File: config.mk
export PLATFORM = sky130hd
export DESIGN_NAME = pir_setting_program_output
export DESIGN_NICKNAME = d
export VERILOG_FILES = /design/src/design/pir_settings_pkg.sv /design/src/design/nv_settings.sv /design/src/design/pir_setting_program_output.sv
export VERILOG_INCLUDE_DIRS = /design/src /design/src/design
export SDC_FILE = /design/constraint.sdc
export NUM_CORES = 1
export LEC_CHECK = 0
export BUFFER_PORTS_ARGS = -buffer_cell sky130_fd_sc_hd__buf_2
export CAP_MARGIN = 15
export CORE_UTILIZATION = 36
export CTS_CLUSTER_DIAMETER = 100
export CTS_CLUSTER_SIZE = 40
export DETAILED_ROUTE_END_ITERATION = 10
export SLEW_MARGIN = 20
export SYNTH_ARGS = -nofsm -noshare
export SYNTH_HDL_FRONTEND = slang
export SYNTH_SLANG_ARGS = --single-unit
File: constraint.sdc
create_clock -name clk_in -period 4.6 [get_ports clk_in]
set_clock_uncertainty 0.15 [all_clocks]
set_input_delay 0.92 -clock clk_in [delete_from_list [all_inputs] [get_ports clk_in]]
set_output_delay 0.92 -clock clk_in [all_outputs]
set_load 0.1 [all_outputs]
File: src/design/pir_settings_map.svh
// constants for the motion detector settings store and output stage
// ==========================================================================
// Overview of operation
// - detect output is low without motion and goes high for one on time when motion is reported.
// - store commits only after the store pad is grounded one second then released.
// - stored settings stay until overwritten and survive power removal.
// - sensitivity, dwell and mode are separate; a store updates only the selected one.
// - both selects and level grounded at store restores all three defaults.
// - both selects open: level code sets one of five sensitivities.
// - select a grounded only: level code sets dwell 0.3, 1, 2, 5 or 10 s.
// - select b grounded only: level code sets dwell 30 s up to 10 min.
// - both selects grounded: level code sets one of four output modes.
// - five sensitivity levels, ten dwell times, four output modes.
// - unprogrammed part runs retriggerable, one second dwell, medium sensitivity.
// - retriggerable mode restarts the dwell timer on motion while on.
// - shortest dwell never retriggers.
// - single pulse lasts one dwell, then needs a quiet gap before rearming.
// - direction modes give a fixed 200 ms pulse for the chosen direction only.
`ifndef PIR_SETTINGS_MAP_SVH
`define PIR_SETTINGS_MAP_SVH

// ==========================================================================
// timing
`define CLK_PERIOD_NS   4
`define NS_PER_MS       1000000
`define MS_CYCLES       ((`NS_PER_MS + `CLK_PERIOD_NS - 1) / `CLK_PERIOD_NS)
`define STORE_HOLD_MS   20'd1000
`define DEBOUNCE_MS     20'd20
`define QUIET_MS        20'd1000
`define DIR_PULSE_MS    20'd200

// ==========================================================================
// dwell durations in ms, by dwell index
`define DWELL_MS_0      20'd300
`define DWELL_MS_1      20'd1000
`define DWELL_MS_2      20'd2000
`define DWELL_MS_3      20'd5000
`define DWELL_MS_4      20'd10000
`define DWELL_MS_5      20'd30000
`define DWELL_MS_6      20'd60000
`define DWELL_MS_7      20'd120000
`define DWELL_MS_8      20'd300000
`define DWELL_MS_9      20'd600000

// ==========================================================================
// dwell indices and reset values
`define DWELL_IDX_0S3   4'h0
`define DWELL_IDX_1S    4'h1
`define DWELL_IDX_2S    4'h2
`define DWELL_IDX_5S    4'h3
`define DWELL_IDX_10S   4'h4
`define DWELL_IDX_30S   4'h5
`define DWELL_IDX_1M    4'h6
`define DWELL_IDX_2M    4'h7
`define DWELL_IDX_5M    4'h8
`define DWELL_IDX_10M   4'h9
`define DWELL_DEFAULT   `DWELL_IDX_1S

`endif

File: src/design/pir_settings_pkg.sv
// types shared by the motion detector settings store and output stage
package pir_settings_pkg;

    // resistor class seen on the level pad
    typedef enum logic [2:0] {
        LVL_GND,
        LVL_2K7,
        LVL_6K8,
        LVL_15K,
        LVL_39K
    } level_t;

    typedef enum logic [2:0] {
        SENS_MIN,
        SENS_LOW,
        SENS_MED,
        SENS_HIGH,
        SENS_MAX
    } sens_t;

    typedef enum logic [1:0] {
        MODE_RETRIG,
        MODE_SINGLE,
        MODE_LEFT,
        MODE_RIGHT
    } mode_t;

    typedef enum logic [1:0] {
        OUT_IDLE,
        OUT_ON,
        OUT_QUIET
    } out_state_t;

endpackage

File: src/design/nv_settings.sv
// nonvolatile settings store: three fields, registered read data
`timescale 1ns/1ns
`include "pir_settings_map.svh"
module nv_settings
    import pir_settings_pkg::*;
(
    input  wire logic        clk_in,
    input  wire logic        wr_sens_in,
    input  wire logic        wr_dwell_in,
    input  wire logic        wr_mode_in,
    input  wire logic        wr_defaults_in,
    input  wire sens_t       sens_in,
    input  wire logic [3:0]  dwell_in,
    input  wire mode_t       mode_in,
    output sens_t            sens_out,
    output logic [3:0]       dwell_out,
    output mode_t            mode_out
);
    // ======================================================================
    // storage cells: deliberately outside the logic reset so they outlive it
    sens_t       cell_sens  = SENS_MED;
    logic [3:0]  cell_dwell = `DWELL_DEFAULT;
    mode_t       cell_mode  = MODE_RETRIG;
    sens_t       rd_sens    = SENS_MED;
    logic [3:0]  rd_dwell   = `DWELL_DEFAULT;
    mode_t       rd_mode    = MODE_RETRIG;

    // each field has its own write strobe; untouched fields hold
    always_ff @(posedge clk_in) begin
        if (wr_defaults_in) begin
            cell_sens  <= SENS_MED;
            cell_dwell <= `DWELL_DEFAULT;
            cell_mode  <= MODE_RETRIG;
        end else begin
            if (wr_sens_in) begin
                cell_sens <= sens_in;
            end
            if (wr_dwell_in) begin
                cell_dwell <= dwell_in;
            end
            if (wr_mode_in) begin
                cell_mode <= mode_in;
            end
        end
    end

    // read register
    always_ff @(posedge clk_in) begin
        rd_sens  <= cell_sens;
        rd_dwell <= cell_dwell;
        rd_mode  <= cell_mode;
    end

    assign sens_out  = rd_sens;
    assign dwell_out = rd_dwell;
    assign mode_out  = rd_mode;
endmodule

File: src/design/pir_setting_program_output.sv
// pad programming, settings commit and detect output timing
`timescale 1ns/1ns
`include "pir_settings_map.svh"
module pir_setting_program_output
    import pir_settings_pkg::*;
#(
    parameter int MS_CYCLES = `MS_CYCLES
) (
    input  wire logic   clk_in,
    input  wire logic   rst_in,
    input  wire logic   select_pad_a_n_in,
    input  wire logic   select_pad_b_n_in,
    input  wire logic   store_pad_n_in,
    input  wire level_t level_pad_in,
    input  wire logic   motion_in,
    input  wire logic   motion_left_in,
    input  wire logic   motion_right_in,
    output logic        detect_out,
    output sens_t       sens_level_out,
    output logic [3:0]  dwell_sel_out,
    output mode_t       mode_out
);
    // ======================================================================
    // millisecond tick keeps the long timers narrow
    logic [31:0] ms_div;
    logic        ms_tick;
    always_ff @(posedge clk_in) begin
        ms_div <= (rst_in || ms_div == 32'(MS_CYCLES - 1)) ? 32'h0 : ms_div + 32'h1;
    end
    always_ff @(posedge clk_in) begin
        ms_tick <= !rst_in && ms_div == 32'(MS_CYCLES - 1);
    end

    // ======================================================================
    // pad synchronise and debounce, index 0 a, 1 b, 2 store (1 = grounded)
    logic [2:0] pad_raw;
    logic [2:0] pad_low;
    assign pad_raw = {!store_pad_n_in, !select_pad_b_n_in, !select_pad_a_n_in};
    genvar gi;
    generate
        for (gi = 0; gi < 3; gi++) begin : g_pad
            logic        sync1;
            logic        sync2;
            logic        stable;
            logic [19:0] dcnt;
            // two flops, then a level must hold for the debounce time
            always_ff @(posedge clk_in) begin
                sync1 <= pad_raw[gi];
                sync2 <= sync1;
            end
            always_ff @(posedge clk_in) begin
                if (rst_in) begin
                    stable <= 1'b0;
                    dcnt   <= 20'h0;
                end else if (sync2 == stable) begin
                    dcnt <= 20'h0;
                end else if (ms_tick) begin
                    if (dcnt == `DEBOUNCE_MS - 20'h1) begin
                        stable <= sync2;
                        dcnt   <= 20'h0;
                    end else begin
                        dcnt <= dcnt + 20'h1;
                    end
                end
            end
            assign pad_low[gi] = stable;
        end
    endgenerate

    // ======================================================================
    // store hold timer; armed only after a full second of ground
    logic [19:0] hold_ms;
    logic        hold_done;
    logic        store_prev;
    always_ff @(posedge clk_in) begin
        if (rst_in || !pad_low[2]) begin
            hold_ms   <= 20'h0;
            hold_done <= 1'b0;
        end else if (ms_tick && !hold_done) begin
            hold_ms <= hold_ms + 20'h1;
            if (hold_ms == `STORE_HOLD_MS - 20'h1) begin
                hold_done <= 1'b1;
            end
        end
    end
    always_ff @(posedge clk_in) begin
        store_prev <= rst_in ? 1'b0 : pad_low[2];
    end

    // ======================================================================
    // decode the pads into a field write at the moment of release
    logic        commit;
    logic        wr_sens;
    logic        wr_dwell;
    logic        wr_mode;
    logic        wr_defaults;
    sens_t       wr_sens_val;
    logic [3:0]  wr_dwell_val;
    mode_t       wr_mode_val;
    assign commit = store_prev && !pad_low[2] && hold_done;
    always_ff @(posedge clk_in) begin
        wr_sens     <= 1'b0;
        wr_dwell    <= 1'b0;
        wr_mode     <= 1'b0;
        wr_defaults <= 1'b0;
        if (!rst_in && commit) begin
            case (pad_low[1:0])
                2'b00:   wr_sens  <= 1'b1;
                2'b01:   wr_dwell <= 1'b1;
                2'b10:   wr_dwell <= 1'b1;
                default: begin
                    wr_defaults <= level_pad_in == LVL_GND;
                    wr_mode     <= level_pad_in != LVL_GND;
                end
            endcase
        end
    end
    // value tables; the level code arrives pre-classified
    always_ff @(posedge clk_in) begin
        case (level_pad_in)
            LVL_2K7: wr_sens_val <= SENS_MIN;
            LVL_6K8: wr_sens_val <= SENS_LOW;
            LVL_15K: wr_sens_val <= SENS_HIGH;
            LVL_39K: wr_sens_val <= SENS_MAX;
            default: wr_sens_val <= SENS_MED;
        endcase
        case ({pad_low[1], level_pad_in})
            {1'b0, LVL_2K7}: wr_dwell_val <= `DWELL_IDX_0S3;
            {1'b0, LVL_6K8}: wr_dwell_val <= `DWELL_IDX_2S;
            {1'b0, LVL_15K}: wr_dwell_val <= `DWELL_IDX_5S;
            {1'b0, LVL_39K}: wr_dwell_val <= `DWELL_IDX_10S;
            {1'b1, LVL_GND}: wr_dwell_val <= `DWELL_IDX_30S;
            {1'b1, LVL_2K7}: wr_dwell_val <= `DWELL_IDX_1M;
            {1'b1, LVL_6K8}: wr_dwell_val <= `DWELL_IDX_2M;
            {1'b1, LVL_15K}: wr_dwell_val <= `DWELL_IDX_5M;
            {1'b1, LVL_39K}: wr_dwell_val <= `DWELL_IDX_10M;
            default:         wr_dwell_val <= `DWELL_IDX_1S;
        endcase
        case (level_pad_in)
            LVL_6K8: wr_mode_val <= MODE_SINGLE;
            LVL_15K: wr_mode_val <= MODE_LEFT;
            LVL_39K: wr_mode_val <= MODE_RIGHT;
            default: wr_mode_val <= MODE_RETRIG;
        endcase
    end

    // store itself is untouched by the logic reset
    nv_settings u_store (
        .clk_in         (clk_in),
        .wr_sens_in     (wr_sens),
        .wr_dwell_in    (wr_dwell),
        .wr_mode_in     (wr_mode),
        .wr_defaults_in (wr_defaults),
        .sens_in        (wr_sens_val),
        .dwell_in       (wr_dwell_val),
        .mode_in        (wr_mode_val),
        .sens_out       (sens_level_out),
        .dwell_out      (dwell_sel_out),
        .mode_out       (mode_out)
    );

    // ======================================================================
    // output timing state machine
    function automatic logic [19:0] dwell_ms(input logic [3:0] idx);
        case (idx)
            4'h0:    dwell_ms = `DWELL_MS_0;
            4'h1:    dwell_ms = `DWELL_MS_1;
            4'h2:    dwell_ms = `DWELL_MS_2;
            4'h3:    dwell_ms = `DWELL_MS_3;
            4'h4:    dwell_ms = `DWELL_MS_4;
            4'h5:    dwell_ms = `DWELL_MS_5;
            4'h6:    dwell_ms = `DWELL_MS_6;
            4'h7:    dwell_ms = `DWELL_MS_7;
            4'h8:    dwell_ms = `DWELL_MS_8;
            default: dwell_ms = `DWELL_MS_9;
        endcase
    endfunction

    out_state_t  state;
    out_state_t  next_state;
    logic [19:0] timer;
    logic [19:0] on_ms;
    logic        trig;
    logic        any_motion;
    logic        expire;
    logic        retrig;
    assign any_motion = motion_in || motion_left_in || motion_right_in;
    assign expire     = ms_tick && timer == on_ms - 20'h1;
    // direction modes only see their own direction
    always_comb begin
        case (mode_out)
            MODE_LEFT:  trig = motion_left_in;
            MODE_RIGHT: trig = motion_right_in;
            default:    trig = motion_in;
        endcase
    end
    // shortest dwell is excluded from retriggering
    assign retrig = mode_out == MODE_RETRIG && dwell_sel_out != `DWELL_IDX_0S3
                    && motion_in;

    always_comb begin
        next_state = state;
        case (state)
            OUT_IDLE: begin
                if (trig) begin
                    next_state = OUT_ON;
                end
            end
            OUT_ON: begin
                if (expire && !retrig) begin
                    next_state = mode_out == MODE_RETRIG ? OUT_IDLE : OUT_QUIET;
                end
            end
            OUT_QUIET: begin
                if (ms_tick && !any_motion && timer == `QUIET_MS - 20'h1) begin
                    next_state = OUT_IDLE;
                end
            end
            default: next_state = OUT_IDLE;
        endcase
    end

    always_ff @(posedge clk_in) begin
        state <= rst_in ? OUT_IDLE : next_state;
    end
    // one timer serves the on time and the quiet gap
    always_ff @(posedge clk_in) begin
        if (rst_in || next_state != state) begin
            timer <= 20'h0;
        end else if (state == OUT_ON && retrig) begin
            timer <= 20'h0;
        end else if (state == OUT_QUIET && any_motion) begin
            timer <= 20'h0;
        end else if (ms_tick) begin
            timer <= timer + 20'h1;
        end
    end
    // on time latched at the trigger, fixed for direction pulses
    always_ff @(posedge clk_in) begin
        if (rst_in) begin
            on_ms <= `DWELL_MS_1;
        end else if (state == OUT_IDLE && trig) begin
            if (mode_out == MODE_LEFT || mode_out == MODE_RIGHT) begin
                on_ms <= `DIR_PULSE_MS;
            end else begin
                on_ms <= dwell_ms(dwell_sel_out);
            end
        end
    end
    // output high exactly while on
    always_ff @(posedge clk_in) begin
        detect_out <= !rst_in && next_state == OUT_ON;
    end

    // ======================================================================
    // checks
    chk_out_tracks_state: assert property (@(posedge clk_in) disable iff (rst_in)
        detect_out == (state == OUT_ON))
        else $error("detect output disagrees with on state");
    chk_store_after_hold: assert property (@(posedge clk_in) disable iff (rst_in)
        (wr_sens || wr_dwell || wr_mode || wr_defaults) |-> $past(hold_done, 2))
        else $error("write without a full store hold");
    chk_store_on_release: assert property (@(posedge clk_in) disable iff (rst_in)
        (store_prev && !pad_low[2] && hold_done) |=> (wr_sens || wr_dwell || wr_mode
        || wr_defaults))
        else $error("release after hold did not write");
    chk_nv_stable: assert property (@(posedge clk_in) disable iff (rst_in)
        (!wr_sens && !wr_defaults)[*2] |=> $stable(sens_level_out))
        else $error("sensitivity changed without a store");
    chk_field_isolation: assert property (@(posedge clk_in) disable iff (rst_in)
        (wr_sens && !wr_mode && !wr_dwell) |=> ##1 $stable(mode_out) && $stable(dwell_sel_out))
        else $error("sensitivity store touched another field");
    chk_defaults_all: assert property (@(posedge clk_in) disable iff (rst_in)
        wr_defaults |-> ##2 sens_level_out == SENS_MED && dwell_sel_out == `DWELL_DEFAULT
        && mode_out == MODE_RETRIG)
        else $error("restore did not reach all defaults");
    chk_sens_min_code: assert property (@(posedge clk_in) disable iff (rst_in)
        commit && pad_low[1:0] == 2'b00 && level_pad_in == LVL_2K7 |-> ##3
        sens_level_out == SENS_MIN)
        else $error("2.7k level did not give minimum sensitivity");
    chk_retrig_restart: assert property (@(posedge clk_in) disable iff (rst_in)
        state == OUT_ON && retrig && next_state == OUT_ON |=> timer == 20'h0)
        else $error("retrigger did not restart the dwell timer");
    chk_dir_fixed_pulse: assert property (@(posedge clk_in) disable iff (rst_in)
        state == OUT_IDLE && trig && (mode_out == MODE_LEFT || mode_out == MODE_RIGHT)
        |=> on_ms == `DIR_PULSE_MS && detect_out)
        else $error("direction pulse length is not fixed");
    chk_single_quiet: assert property (@(posedge clk_in) disable iff (rst_in)
        state == OUT_ON && next_state != OUT_ON && mode_out == MODE_SINGLE
        |=> state == OUT_QUIET && !detect_out)
        else $error("single pulse skipped the quiet gap");
    cov_retrig: cover property (@(posedge clk_in) disable iff (rst_in)
        state == OUT_ON && retrig);
    cov_quiet_exit: cover property (@(posedge clk_in) disable iff (rst_in)
        state == OUT_QUIET && next_state == OUT_IDLE);
    cov_defaults: cover property (@(posedge clk_in) disable iff (rst_in) wr_defaults);
    cov_dwell_write: cover property (@(posedge clk_in) disable iff (rst_in) wr_dwell);
endmodule

---- Word level (Yosys, flattened, before mapping) ----
Memories as Yosys holds them, arrays and structs flattened. A register that Yosys moved wholly into a read port is not among the register bits.
Index checks and enable logic that the tools add are counted.
cells by class
  reduce and logical (&&, ||, !) cells .... 45
  bitwise logic cells ..................... 4
  eq/ne operators ......................... 22
  mux-type cells .......................... 14
  $add $sub $neg .......................... 7
operators by type and width
  operator                                             number
  adder 20 x 1 -> 20 bit (second input constant)       5
  two-way mux 20 bit                                   4
  == test 20 x 5 -> 1 bit (second input constant)      3
  == test 20 x 10 -> 1 bit (second input constant)     2
  adder 32 x 1 -> 32 bit (second input constant)       1
  == test 32 x 18 -> 1 bit (second input constant)     1
  == test 20 bit                                       1
  subtractor 20 x 1 -> 20 bit (second input constant)  1
  logical AND 1 bit                                    15
  case mux 2 bit (3 select lines)                      2
  case mux 3 bit (4 select lines)                      1
  AND reduction 3 bit                                  3
  == test 2 bit (second input constant)                4
  logical NOT 1 bit                                    8
  two-way mux 2 bit                                    4
  OR reduction 2 bit                                   4
  == test 2 x 1 -> 1 bit (second input constant)       3
  == test 3 x 2 -> 1 bit (second input constant)       2
  logical NOT 2 bit                                    3
  logical OR 1 bit                                     6
  inverter 1 bit                                       4
  nonzero test 4 bit                                   1
  OR reduction 4 bit                                   1
  == test 1 bit                                        3
  other kinds (9)                                      10
storage, ports and cells
  input bits .............................. 11
  memories ................................ 2
  output and inout bits ................... 10
  ROM bits ................................ 336
  register bits ........................... 194
  word-level logic and storage cells ...... 127
memories
  name             depth  width  rd ports  clocked after memory_dff  write ports  RTL line                           RTL
  (no name shown)  16     17     1         1                         0            pir_setting_program_output.sv:165  case (idx)
  (no name shown)  16     4      1         1                         0            pir_setting_program_output.sv:127  case ({pad_low[1], level_pad_in})

---- Longest topological paths before layout ----
Gate-level depths: netlist of the first run.
  depth after elaboration ................. 10
  depth in mapped cells ................... 11

---- Cells and area by module ----
From an unflattened synthesis of the first run, not the netlist that was laid out.
second synthesis, totals
  cell total of the unflattened synthesis .. 1036
  area total of the unflattened synthesis .. 9009.9 µm²
by module, submodules not included
  module                      instances  cells an instance  seq. area each (µm²)  area each (µm²)
  pir_setting_program_output  1          998                3543.4                8498.2
  nv_settings                 1          38                 360.3                 511.7

---- Worst setup path after synthesis of the first run ----
Ideal clock, no wire load.
  path type ............................... register to register
  from .................................... register u_store.rd_mode[1] (netlist: u_store.mode_out[1])
  to ...................................... register timer[13]
  buffers on the path ..................... 2
  path slack .............................. 1.810 ns
  cell stages (with the launch flop) ...... 10
  arrival ................................. 2.525 ns
  required time ........................... 4.335 ns
  path through ............................ dfxtp_1 clkbuf_1 nor2_1 and3_2 nor2_1 and4_2 nand4b_1 o311ai_4 buf_6 nor2_2
between the ends
  cells in the longest elaborated chain, start to end .. 10
  elaborated cells between the ends (all ways) .. 16
  classes of those cells .................. eq/ne (3); mux (5); reduce/logical (8)
RTL lines
  element                                  RTL line                                                              RTL
  from (decl)                              nv_settings.sv:26                                                     mode_t rd_mode = MODE_RETRIG;
  from (signal assigned)                   nv_settings.sv:51                                                     rd_mode <= cell_mode;
  logical NOT 2 bit                        pir_setting_program_output.sv:198, pir_setting_program_output.sv:211
  logical AND 1 bit (no source line)       -
  logical AND 1 bit                        pir_setting_program_output.sv:198                                     assign retrig = mode_out == MODE_RETRIG && dwell_sel_out != `DWELL_IDX_0S3
  logical NOT 1 bit                        pir_setting_program_output.sv:210                                     if (expire && !retrig) begin
  logical AND 1 bit                        pir_setting_program_output.sv:210
  two-way mux 2 bit                        pir_setting_program_output.sv:210
  case mux 2 bit (3 select lines)          pir_setting_program_output.sv:203                                     case (state)
  inequality test 2 bit                    pir_setting_program_output.sv:228                                     if (rst_in || next_state != state) begin
  logical OR 1 bit                         pir_setting_program_output.sv:228
  OR reduction 3 bit (no source line) (*)  -
  to (signal assigned)                     pir_setting_program_output.sv:235                                     timer <= timer + 20'h1;
  to (decl)                                pir_setting_program_output.sv:181                                     logic [19:0] timer;
Every way passes the cells marked *; elsewhere a longest branch is shown, timed or not.
A chain may end at the register's enable or synchronous reset.

---- Worst setup path after layout of the first run ----
  from .................................... register on_ms[2]
  to ...................................... register timer[5]
between the ends
  cells in the longest elaborated chain, start to end .. 9
RTL lines
  element                              RTL line                           RTL
  from (decl)                          pir_setting_program_output.sv:182  logic [19:0] on_ms;
  from (signal assigned)               pir_setting_program_output.sv:241  on_ms <= `DWELL_MS_1;
  from (signal assigned)               pir_setting_program_output.sv:244  on_ms <= `DIR_PULSE_MS;
  from (signal assigned)               pir_setting_program_output.sv:246  on_ms <= dwell_ms(dwell_sel_out);
  subtractor 20 x 1 -> 20 bit          pir_setting_program_output.sv:188  assign expire = ms_tick && timer == on_ms - 20'h1;
  == test 20 bit                       pir_setting_program_output.sv:188
  logical AND 1 bit                    pir_setting_program_output.sv:188
  logical AND 1 bit                    pir_setting_program_output.sv:210
  two-way mux 2 bit                    pir_setting_program_output.sv:210
  case mux 2 bit (3 select lines)      pir_setting_program_output.sv:203
  inequality test 2 bit                pir_setting_program_output.sv:228
  logical OR 1 bit                     pir_setting_program_output.sv:228
  OR reduction 3 bit (no source line)  -
Every way passes these cells.

==> results.md, run 1 <==
- The run finished with clean final reports.
- In this run the core area contains 57 standard-cell rows.
- The depth of the worst register-to-register path is 10.
- The clock latency on the worst-skew pair is 0.46 ns.
- The cell area reported after detailed placement is 0.00945 sq mm.
- Summed over all cells, the static leakage comes to 3.49 nW.
- The number of flops mapped to enable cells by yosys is 0.
- The worst path uses 67.9% of the clock period.
- The first-pass GRT wire length is 28,900 um.
- The sequential share of the synthesized area is 46.6%.
- The number of antenna violations at the first check in global routing is 1.
- The count of antenna diodes in the layout is 0.
- Of all flip-flops after synthesis, the portion carrying an async set or reset was 0%.
- The maximum number of pins on one net before global-route repair is 41.
- In the synthesized netlist, the number of instances is 999.
- The number of hold buffers added after CTS was 0.
- Fill cells in the final layout number 2,450.
- After synthesis, the mean cell area works out to 9.12 sq um.
- The final net count is 1,022.
- The number of placed instances with taps included is 1,306.
- The average via count per standard cell is 4.86.
- The fraction of final layout cells with drive strength greater than 1 is 6.53%.
- The routed design could run at a clock period as short as 3.12 ns.
- The final instance count without filler cells is 1,319.
- Detailed placement ended at an HPWL of 12,000 um.
- The initial utilization of the core area, before any placement, comes to 37.0%.
- The final number of hold-violating endpoints is 0.
- The internal portion of total power is 0.00237 W.
- The clock net sink count is 212.
- The peak per-stage delay on the critical path is 0.42 ns.
- The fraction of power spent switching nets is 20.5%.
- The cell count along the critical path is 10.
- Setup violations remaining at the end of the flow were counted as 0.
- The floorplan step defined a die boundary enclosing 0.0260 sq mm.
- Of the total power, the clock network draws 35.1%.
- The net switching component of the power is 0.000612 W.
- The sequential power share is 62.3%.
- The clock-pin slew on the worst setup and hold paths is 0.13 ns.
- The count of pins on the block boundary is 21.
- During placement, the flow inserted port buffers numbering 20.
- After routing, the total negative slack on setup checks comes to 0 ns.
- The core region is 0.0246 sq mm.
- The cell type group with the largest total delay on the critical path is simple AND/OR/NAND/NOR gates.
- The global route total overflow is 0.
- The number of instances resized during post-cts repair is 0.
- Summing all multi-input logic gate instances after layout gives 0.00456 sq mm.
- The critical path capture point type is a flop.
- The height of the chip is 161 um.
- At the pin with the least slew margin, the transition time is 0.936 ns.
- The most common library cell in the layout ignoring fill and taps is dfxtp_1.
- The sort of element at the start of the critical path is a flop.
- The max-slew violation count is 0.
- For this design the ratio of total power to cell area is 305 mW/mm^2.
- Total power for the finished layout comes to 0.00298 W.
- Measured against its own limit, the worst slew margin works out to 37.1%.
- Buffers inserted during clock tree synthesis total 9.
- The remaining design rule violation count is 0.
- The post-synthesis instance area is 0.00911 sq mm.
- For the worst setup path, the data arrival time is 3.32 ns.
- The maximum clock frequency is 320 MHz.
- The number of buffers and inverters on the critical path is 2.
- The final routed wire length divided by cell count is 12.7 um.
- The combinational power share is 2.6%.
- The die span in x is 161 um.
- In this run the number of H-tree levels came out at 1.
- The detailed router finished its first iteration with 336 violations.
- In this run the post-CTS setup repair buffer count came out at 0.
- In this run the deepest clock path goes through 3 buffers.
- The tightest min-delay check is of the reg -> reg type.
- Synthesis produced a netlist with a net count of 1,028.
- The pre-antenna-repair detailed-routing pass consisted of 4 iterations.
- The maximum vdd drop is 0.000263 V.
- The signal on the critical path passes through inv_1, ha_1, nor4b_4, nand4_1, nor4b_1, a311oi_1, a2111o_1, o311ai_4, buf_4, nor2_1.
- Relative to the synthesized area, the layout overhead comes to 7.17%.
- The number of storage elements in the synthesis netlist is 212.
- Of all nets on the critical path, the largest fanout is 20.
- The clock tree from TritonCTS is done.
- After routing the design area is 0.00976 sq mm.
- CTS placed an instance of clkbuf_16 at the clock tree root.
- The sequential cell area is 0.00424 sq mm.
- In this run the remaining antenna-violating nets after routing total 0.
- Hold is met by 0.193 ns.
- The number of cells on the worst hold path is 0.
- The count of yosys warnings during synthesis is 0.
- The number of violations of the max-capacitance limit is 0.
- Leaving out fill and tap cells, the most frequent cells in the layout are 212 x dfxtp_1, 171 x nor2_1, 96 x xor2_1, 69 x nand2_1, 54 x nand3_1.
- The worst-path cell with the longest stage delay is dfxtp_1.
- The overall routing resource usage is 13.1%.
- The number of global-route vias before repair came to 5,917.
- The final layout contains routed wiring with a total length of 16,800 um.
- The category of the critical setup timing path is reg -> reg.
- The data required time at the worst endpoint is 4.80 ns.
- The number of different library cells used by synthesis comes to 71.
- The placer's final routability congestion estimate is 0.850.
- The most used flip-flop cell after synthesis is dfxtp_1.
- Setup repair after global routing left no endpoint under its margin.
- The via total after detailed routing is 6,415.
kinds of logic (layout without fill, tap and decap cells):
logic type,after synthesis,after routing,share of synthesized area (%)
AO/OA/AOI/OAI,69,69,5.49
XOR/XNOR,147,147,14.1
adder cells (fa/ha/maj),18,18,2.47
buffers and inverters,67,63,3.47
flip-flops,212,212,46.6
multiplexers,22,22,2.42
AND/OR/NAND/NOR,464,464,25.4
cells in the mapped netlist (all sizes together), types with 3 or more instances:
cell type,n,area share (%)
buf,8,0.80
a211o,3,0.29
nand4,29,2.0
nor2,182,7.9
xnor2,51,4.9
clkbuf,32,1.5
or4,5,0.45
a21oi,13,0.71
nor4,24,1.6
nor4b,4,0.55
nand3,54,3.0
a22o,10,0.96
nor3b,5,0.41
nor3,19,1.0
and3,31,2.1
inv,25,1.0
xor2,96,9.2
o21ai,17,0.93
or3,11,0.82
and4,8,0.80
nand2,69,2.8
nor2b,4,0.27
mux2i,22,2.4
nand2b,4,0.27
ha,18,2.5
and2,4,0.27
o31ai,3,0.25
dfxtp,212,47
stage by stage:
step,utilization (%),worst slack [ns]
after floorplan,-,1.81
after global placement,38.3,1.57
after detailed placement,38.4,1.51
after CTS,39.7,1.50
after global routing,39.7,1.24
final,39.7,1.48
final timing paths:
kind	start	endpoint	slack (ns)
hold / removal	g_pad[2].sync1$_DFF_P_	g_pad[2].sync2$_DFF_P_	0.19
hold reg to reg	g_pad[2].sync1$_DFF_P_	g_pad[2].sync2$_DFF_P_	0.19
setup reg to reg	on_ms[2]$_SDFFE_PP0P_	timer[5]$_SDFFE_PP0P_	1.48
setup / recovery	on_ms[2]$_SDFFE_PP0P_	timer[5]$_SDFFE_PP0P_	1.48
state kept, by name, summed over array words and instances, names as in the netlist, 4 cells and up, named ones only:
register / flops
g_pad.dcnt: 60
hold_ms: 20
ms_div: 32
on_ms: 17
timer: 20
u_store.cell_dwell: 4
u_store.dwell_out: 4
wr_dwell_val: 4
layout make-up:
cell class | instances | share of cell area [%]
inverters | 26 | 0.999
repair buffers | 24 | 1.41
multi-input cells | 720 | 46.7
flip-flops and latches | 212 | 43.5
clock inverters | 3 | 0.782
clock buffers | 10 | 2.45
well taps | 324 | 4.15
routing by layer:
layer,track usage [%],wire length [um],vias to the layer above
met2,21.1,7350,55
li1,-,-,3368
met1,18.5,8710,2979
met4,2.27,192,0
met5,0,0,-
met3,2.13,547,13
power groups by stage:
| stage | clock network (W) | registers [W] | logic [W] |
|---|---|---|---|
| global placement | 0 | 0.00190 | 0.0000756 |
| global route | 0.00117 | 0.00186 | 0.0000851 |
| floorplan | 0 | 0.00190 | 0.0000559 |
| CTS | 0.00110 | 0.00186 | 0.0000779 |
| detailed placement | 0 | 0.00190 | 0.0000775 |
| finish | 0.00105 | 0.00186 | 0.0000770 |
Power figures use the tool's default switching activity.
==> run 2, diff against run 1 <==
clock period = 3.1 ns   (was 4.6 ns; I/O delays follow)
==> run 2 against run 1 <==
  * Register-to-register slack got worse by 1.3 ns
  * Via count increased by 1.2%
  * First-iteration DRC count increased by 10%
  * Sequential power increased by 48%
  * Clock power increased by 72%
  * Flip-flop and latch count unchanged
  * Combinational power increased by 52%
  * Setup slack got worse by 1.3 ns
  * Fmax increased by 5.2%
  * Core utilization increased by 0.71 points
  * Global-route usage increased by 0.53 points
  * Clock-buffer cell count increased by 1
  * Highest routed layer unchanged
==> results.md, run 2 (same netlist as run 1, synthesis figures left out) <==
- The total overflow left after global routing is 0.
- After detailed placement, the design holds a cell count of 1,316.
- The number of global-route vias before repair is 6,096.
- The worst register-to-register path has a setup slack of 0.13 ns.
- In this run the vertical extent of the chip is 161 um.
- After legalization and detailed placement, the total HPWL measured 12,200 um.
- The worst setup path is launched from a flop.
- STA puts the critical path data arrival time at 3.20 ns.
- The fraction of final layout cells with drive strength greater than 1 is 7.92%.
- The critical path capture point type is a flop.
- CTS built an H-tree with a depth of 1.
- The startpoint identified for the worst hold timing path is select_pad_b_n_in.
- The library cell used most frequently in the layout, excluding fill and tap cells, is dfxtp_1.
- The first detailed-routing pass ran for 4 iterations.
- The number of antenna violations at the first check in global routing is 0.
- The multi-input combinational cells in the finished layout cover a total of 0.00456 sq mm.
- The category of the critical setup timing path is reg -> reg.
- For this block, the initial DRC count from the detailed router was 371.
- The type of the worst min-delay path is in -> reg.
- Based on the critical path, the design can be clocked at up to 337 MHz.
- Counting flops per register, the top entry is g_pad.dcnt.
- After detailed routing, the number of remaining DRC violations is 0.
- The row count is 57.
- In this run the critical register-to-register path is launched from on_ms[3]$_SDFFE_PP1P_.
- The via total after detailed routing is 6,490.
- The maximum count of clock buffers along a single path is 3.
- The final number of hold-violating endpoints is 0.
- The first global-routing pass estimated 29,700 um of wire.
- The overall routing resource usage is 13.6%.
- The end point of the worst hold path is g_pad[1].sync1$_DFF_P_.
- On the critical path, the stage with the largest delay is an instance of a2111o_1.
- After floorplanning, the core was sized to cover 0.0246 sq mm.
- The clock net sink count is 212.
- The count of buffers from port buffering is 20.
- The count of antenna diodes in the layout is 0.
- The largest registers in the layout are g_pad.dcnt (60), ms_div (32).
- The final instance count without filler cells is 1,334.
- For the worst-skew pair, the clock arrives at the later sink with an insertion delay of 0.48 ns.
- The final wirelength is 17,300 um.
- The final routed wire length divided by cell count is 13.0 um.
- At the end of routability-driven placement, the weighted congestion stood at 0.804.
- Clock tree synthesis selected as its root buffer the cell clkbuf_16.
- The register with the most flip-flops in the layout has 60 of them.
- The final setup TNS is 0 ns.
- The average via count per standard cell is 4.87.
- IR analysis of the VDD net gives a maximum drop of 0.000334 V.
- Once the floorplan was initialized, standard cells occupied 37.0% of the core.
- Setup repair after global routing left no endpoint under its margin.
- The number of instances resized during post-cts repair is 0.
- The detail route stage leaves a number of antenna-violating nets equal to 0.
- The clock period could shrink to 2.97 ns.
- The endpoint identified for the worst register-to-register timing path is timer[2]$_SDFFE_PP0P_.
- After routing the design area is 0.00994 sq mm.
- The die covers 0.0260 sq mm.
- The number of cells on the worst hold path is 2.
- The flow ran to the end, and the final reports show no timing, DRC or antenna violations.
- The max-slew violation count is 0.
- The data required time at the worst endpoint is 3.33 ns.
- The worst slew margin relative to its limit is 53.7%.
- On the critical path the largest part of the delay comes from simple AND/OR/NAND/NOR gates.
- In the layout the commonest cells are 212 x dfxtp_1, 171 x nor2_1, 96 x xor2_1, 69 x nand2_1, 54 x nand3_1.
- For this design, the CTS-stage hold fixing added 0 buffers.
- The peak per-stage delay on the critical path is 0.41 ns.
- The final net count is 1,035.
- Post-CTS timing repair inserted 0 buffers for setup.
- Clock-pin slew was measured on the worst setup and hold paths at 0.13 ns.
- Entering global routing, the biggest net connects 41 pins.
- The cell area reported after detailed placement is 0.00952 sq mm.
- The tool flagged a number of max-cap violations equal to 0.
- Traced cell by cell, the critical path runs through inv_1, ha_1, nor4b_4, nand4_1, nor4b_1, a311oi_1, a2111o_1, o311ai_4, buf_4, nor2_1.
- The final-layout fill cell count is 2,435.
- The total clock buffers created by CTS is 11.
- The count of pins on the block boundary is 21.
- Setup violations remaining at the end of the flow were counted as 0.
- In the final layout, flip-flops and latches occupy 0.00424 sq mm.
- The total leakage power is 3.59 nW.
- For the pin with the worst max-slew slack, the measured transition is 0.695 ns.
- In this run the worst path has a maximum fanout of 11.
- The depth of the worst register-to-register path is 10.
- The clock tree from TritonCTS is done.
- Power spread over the standard cell area amounts to 471 mW/mm^2.
- The die is 161 um wide.
- Dividing the final minimum period by the clock period gives 95.8%.
- The number of buffers and inverters on the critical path is 2.
- From synthesis to final layout, the design area changed by 9.08%.
[run 2: report_power, final]
| part | total, W | switching, W | internal [W] |
|---|---|---|---|
| Sequential | 0.00276 | 0.0000133 | 0.00274 |
| Clock | 0.00181 | 0.000996 | 0.000811 |
| Combinational | 0.000117 | 0.0000771 | 0.0000395 |
[run 2: layout make-up]
| type | count | share of cell area [%] |
|---|---|---|
| clock buffer | 11 | 2.77 |
| clock inverter | 6 | 1.40 |
| inverter | 26 | 0.982 |
| multi-input combinational | 720 | 45.9 |
| sequential | 212 | 42.7 |
| tap | 324 | 4.08 |
| timing repair buffer | 35 | 2.14 |
[run 2: metrics by stage]
stage	power (W)	utilization [%]	hold WS, ns	setup slack, ns
after floorplan	0.00290	-	0.160	0.310
after global placement	0.00293	38.7	0.162	0.215
after detailed placement	0.00293	38.7	0.164	0.158
after CTS	0.00475	40.4	0.111	0.137
after global routing	0.00488	40.4	0.0975	0.0128
final	0.00468	40.4	0.126	0.131
[run 2: worst max path at each step]
stage	start	end	slack, ns	cells after the start
final	on_ms[3]$_SDFFE_PP1P_	timer[2]$_SDFFE_PP0P_	0.13	10
after global routing	on_ms[3]$_SDFFE_PP1P_	timer[2]$_SDFFE_PP0P_	0.01	10
after CTS	on_ms[3]$_SDFFE_PP1P_	timer[2]$_SDFFE_PP0P_	0.14	10
after detailed placement	on_ms[3]$_SDFFE_PP1P_	timer[2]$_SDFFE_PP0P_	0.16	10
after global placement	on_ms[3]$_SDFFE_PP1P_	timer[19]$_SDFFE_PP0P_	0.21	10
after floorplan	u_store.mode_out[1]$_DFF_P_	timer[13]$_SDFFE_PP0P_	0.31	9
[run 2: routing by layer]
metal | track usage, % | vias to the layer above | share of wire [%]
met4 | 2.40 | 0 | 1.2
met3 | 1.95 | 11 | 3.6
met2 | 20.7 | 83 | 42
met5 | 0 | - | 0
met1 | 20.5 | 2999 | 53
li1 | - | 3397 | -
==> run 3, diff against run 2 <==
ABC_AREA = 1   (was default)
CTS_CLUSTER_DIAMETER = 120   (was 100)
==> run 3 against run 2 <==
  * Worst hold slack lost 0.0074 ns
  * Die area is 7.1% higher
  * Via count increased by 23%
  * Largest cell class unchanged
  * Largest power group unchanged
==> results.md, run 3 <==
- The final number of hold-violating endpoints is 0.
- The synthesis-to-layout area growth is 7.77%.
- CTS built an H-tree with a depth of 1.
- The count of antenna diodes in the layout is 0.
- The starting utilization of the core area is 37.0%.
- The first routing iteration left 469 violations.
- The die span in x is 167 um.
- The total leakage power is 3.80 nW.
- In the post-synthesis netlist, the biggest area contributors are dfxtp_1 43%, nand2_1 8.1%, nor2_1 7.4%.
- Once placement completed, the tool counted placed cells totaling 1,663.
- The largest family of logic cells by synthesized area is simple AND/OR/NAND/NOR gates.
- The data arrival time of the worst path is 2.91 ns.
- The sort of element at the start of the critical path is a flop.
- The synthesized design contains 0 enable-type register cells.
- The worst slew margin relative to its limit is 39.6%.
- The total power density per cell area is 422 mW/mm^2.
- Using the TritonRoute via totals, the vias-per-cell ratio works out to 4.77.
- After synthesis, the share of cell area in mux cells is 0.103%.
- In this run the clock root is driven by a clkbuf_16.
- The count of yosys warnings during synthesis is 0.
- The area of the die is 0.0278 sq mm.
- Global routing used 14.3% of the available tracks across all layers.
- The top register by number of flip-flops is g_pad.dcnt.
- The area share of fa/ha/maj cells after synthesis is 2.31%.
- The post-route netlist has 8.44% of its cells at a drive strength greater than 1.
- After synthesis, the largest area contributor takes up 43.5% of total cell area.
- The global route total overflow is 0.
- The slew at the pin closest to its max-slew limit is 0.903 ns.
- The post-synthesis instance area is 0.00976 sq mm.
- The count of TritonRoute iterations in the first routing pass is 5.
- During placement, the flow inserted port buffers numbering 20.
- The clock latency on the worst-skew pair is 0.48 ns.
- The height of the chip is 167 um.
- The largest total area in the synthesized netlist belongs to dfxtp_1.
- The most frequent cell after synthesis is dfxtp_1.
- Clock-pin slew was measured on the worst setup and hold paths at 0.14 ns.
- The remaining design rule violation count is 0.
- The register with the most flip-flops in the layout has 60 of them.
- The critical path capture point type is a flop.
- The final setup TNS is 0 ns.
- Summing the areas of all compound-gate instances in the mapped netlist gives 9.28% of the synthesized area.
- The number of clock buffers added by TritonCTS is 9.
- Max-cap violations in this run came to 0.
- When the netlist entered floorplanning its net count stood at 1,344.
- The final routed wire length divided by cell count is 11.8 um.
- After synthesis, flip-flops and latches occupy 43.5% of the total area.
- The final instance count without filler cells is 1,674.
- Derived from the worst setup path, the maximum achievable clock frequency is 373 MHz.
- The largest registers in the layout are g_pad.dcnt (60), ms_div (32).
- The number of global-route vias before repair is 7,632.
- The post-route clock period utilization is 86.5%.
- The clock tree from TritonCTS is done.
- The final wirelength is 19,700 um.
- The region available for standard cell placement spans 0.0264 sq mm.
- The average instance in the mapped netlist occupies 7.42 sq um.
- The minimum clock period after layout is 2.68 ns.
- Summing the areas of all xor and xnor instances in the mapped netlist gives 4.93% of the synthesized area.
- The maximum number of pins on one net before global-route repair is 41.
- The number of buffers inserted by hold repair at cts is 0.
- By count the netlist is led by 212 x dfxtp_1, 211 x nand2_1, 192 x nor2_1.
- The most common library cell in the layout ignoring fill and taps is dfxtp_1.
- 21 I/O pins were placed.
- Setup repair after global routing left no endpoint under its margin.
- The category of the critical setup timing path is reg -> reg.
- Setup violations remaining at the end of the flow were counted as 0.
- The congestion estimate from routability-driven global placement came to 0.857.
- Summed over all nets, the half-perimeter wirelength after detailed placement is 14,800 um.
- The number of nets still failing antenna checks after routing is 0.
- The share of the core filled with cells is 39.9%.
- The number of antenna violations at the first check in global routing is 0.
- The via total after detailed routing is 7,993.
- The most used flip-flop cell after synthesis is dfxtp_1.
- The first global-routing pass estimated 34,300 um of wire.
- The number of instances resized during post-cts repair is 0.
- The number of cells on the worst hold path is 2.
- The max-slew violation count came to 0.
- Synthesis produced 1,315 cells.
- Leaving out fill and tap cells, the most frequent cells in the layout are 212 x dfxtp_1, 211 x nand2_1, 192 x nor2_1, 174 x inv_1, 73 x a21oi_1.
- The share of flip-flops with an asynchronous set or reset after synthesis is 0%.
- Across the VDD grid, the largest voltage drop is 0.000321 V.
- The final worst setup slack is 0.417 ns.
- The final net count is 1,368.
- The synthesized netlist contains 49 unique library cells.
- In this run the worst path has a maximum fanout of 20.
- The depth of the worst register-to-register path is 14.
- The maximum count of clock buffers along a single path is 3.
- In this run the post-CTS setup repair buffer count came out at 0.
- The pre-CTS setup slack is 0.408 ns.
- In this run the core area contains 59 standard-cell rows.
- For this design, the sink count on the clock tree is 212.
- The type of the worst min-delay path is in -> reg.
- The simple-gate portion of the synthesized area is 32.0%.
- The flow ran to the end, and the final reports show no timing, DRC or antenna violations.
- STA puts the critical path data required time at 3.33 ns.
- The number of storage elements in the synthesis netlist is 212.
[run 3: cell types whose count changed after synthesis, moves of 22 or more]
cell      change
xnor2_1      -36
clkbuf_1     -22
and3_1       -26
nor2_2       +25
nor3_1       +41
a21oi_1      +60
nand2_1     +142
o21ai_0      +35
xor2_1       -56
inv_1       +149
[run 3: layout make-up]
cell class,count,area (sq um)
clock buffers,10,229
clock inverters,1,30.0
fillers,2687,15800
inverters,183,687
multi-input cells,904,4740
flip-flops and latches,212,4240
well taps,335,419
repair buffers,29,168
[run 3: worst paths after layout]
| path | slack (ns) | end | startpoint |
|---|---|---|---|
| min | 0.12 | g_pad[2].sync1$_DFF_P_ | store_pad_n_in |
| max reg2reg | 0.42 | timer[5]$_SDFFE_PP0P_ | on_ms[2]$_SDFFE_PP0P_ |
| max | 0.42 | timer[5]$_SDFFE_PP0P_ | on_ms[2]$_SDFFE_PP0P_ |
| min reg2reg | 0.19 | g_pad[1].sync2$_DFF_P_ | g_pad[1].sync1$_DFF_P_ |
[run 3: stage by stage]
step                instance area [sq um]  hold slack, ns  total power, W
finish                              10500           0.119         0.00444
global placement                    10300           0.160         0.00308
detailed placement                  10300           0.164         0.00308
floorplan                            9760           0.160         0.00302
global route                        10500           0.101         0.00464
CTS                                 10500           0.109         0.00452
[run 3: cell families (layout without fill, tap and decap cells)]
logic type                 Yosys count  count (layout)
AOI/OAI and AO/OA                  162             162
xor gates and xnor gates            55              55
adders and majority gates           18              18
buffers and inverters              199             223
DFF                                212             212
muxes                                1               1
and+or+nand+nor                    668             668
[run 3: where the power goes]
part | internal, W | switching, W | leakage (nW)
sequential | 0.00276 | 0.0000272 | 1.72
clock | 0.000554 | 0.000865 | 0.123
combinational | 0.0000682 | 0.000166 | 1.96
[run 3: worst max-delay path, cell delays in order (launching register included)]
cell	delay [ns]
dfxtp_1	0.38
inv_2	0.14
ha_1	0.25
nand2_1	0.11
nor2_1	0.15
nand2_1	0.07
nand2_1	0.06
nand3_1	0.06
nor2_1	0.13
nand2_2	0.08
nor2_4	0.12
nand3_2	0.08
nand3_2	0.07
nand3_2	0.48
nor2_2	0.23
[run 3: layer usage]
layer	wire (um)	share of wire (%)	global-route usage (%)
met1	9750	50	18.7
met2	9070	46	25.3
met3	489	2.5	1.38
met4	373	1.9	3.26
met5	0	0	0
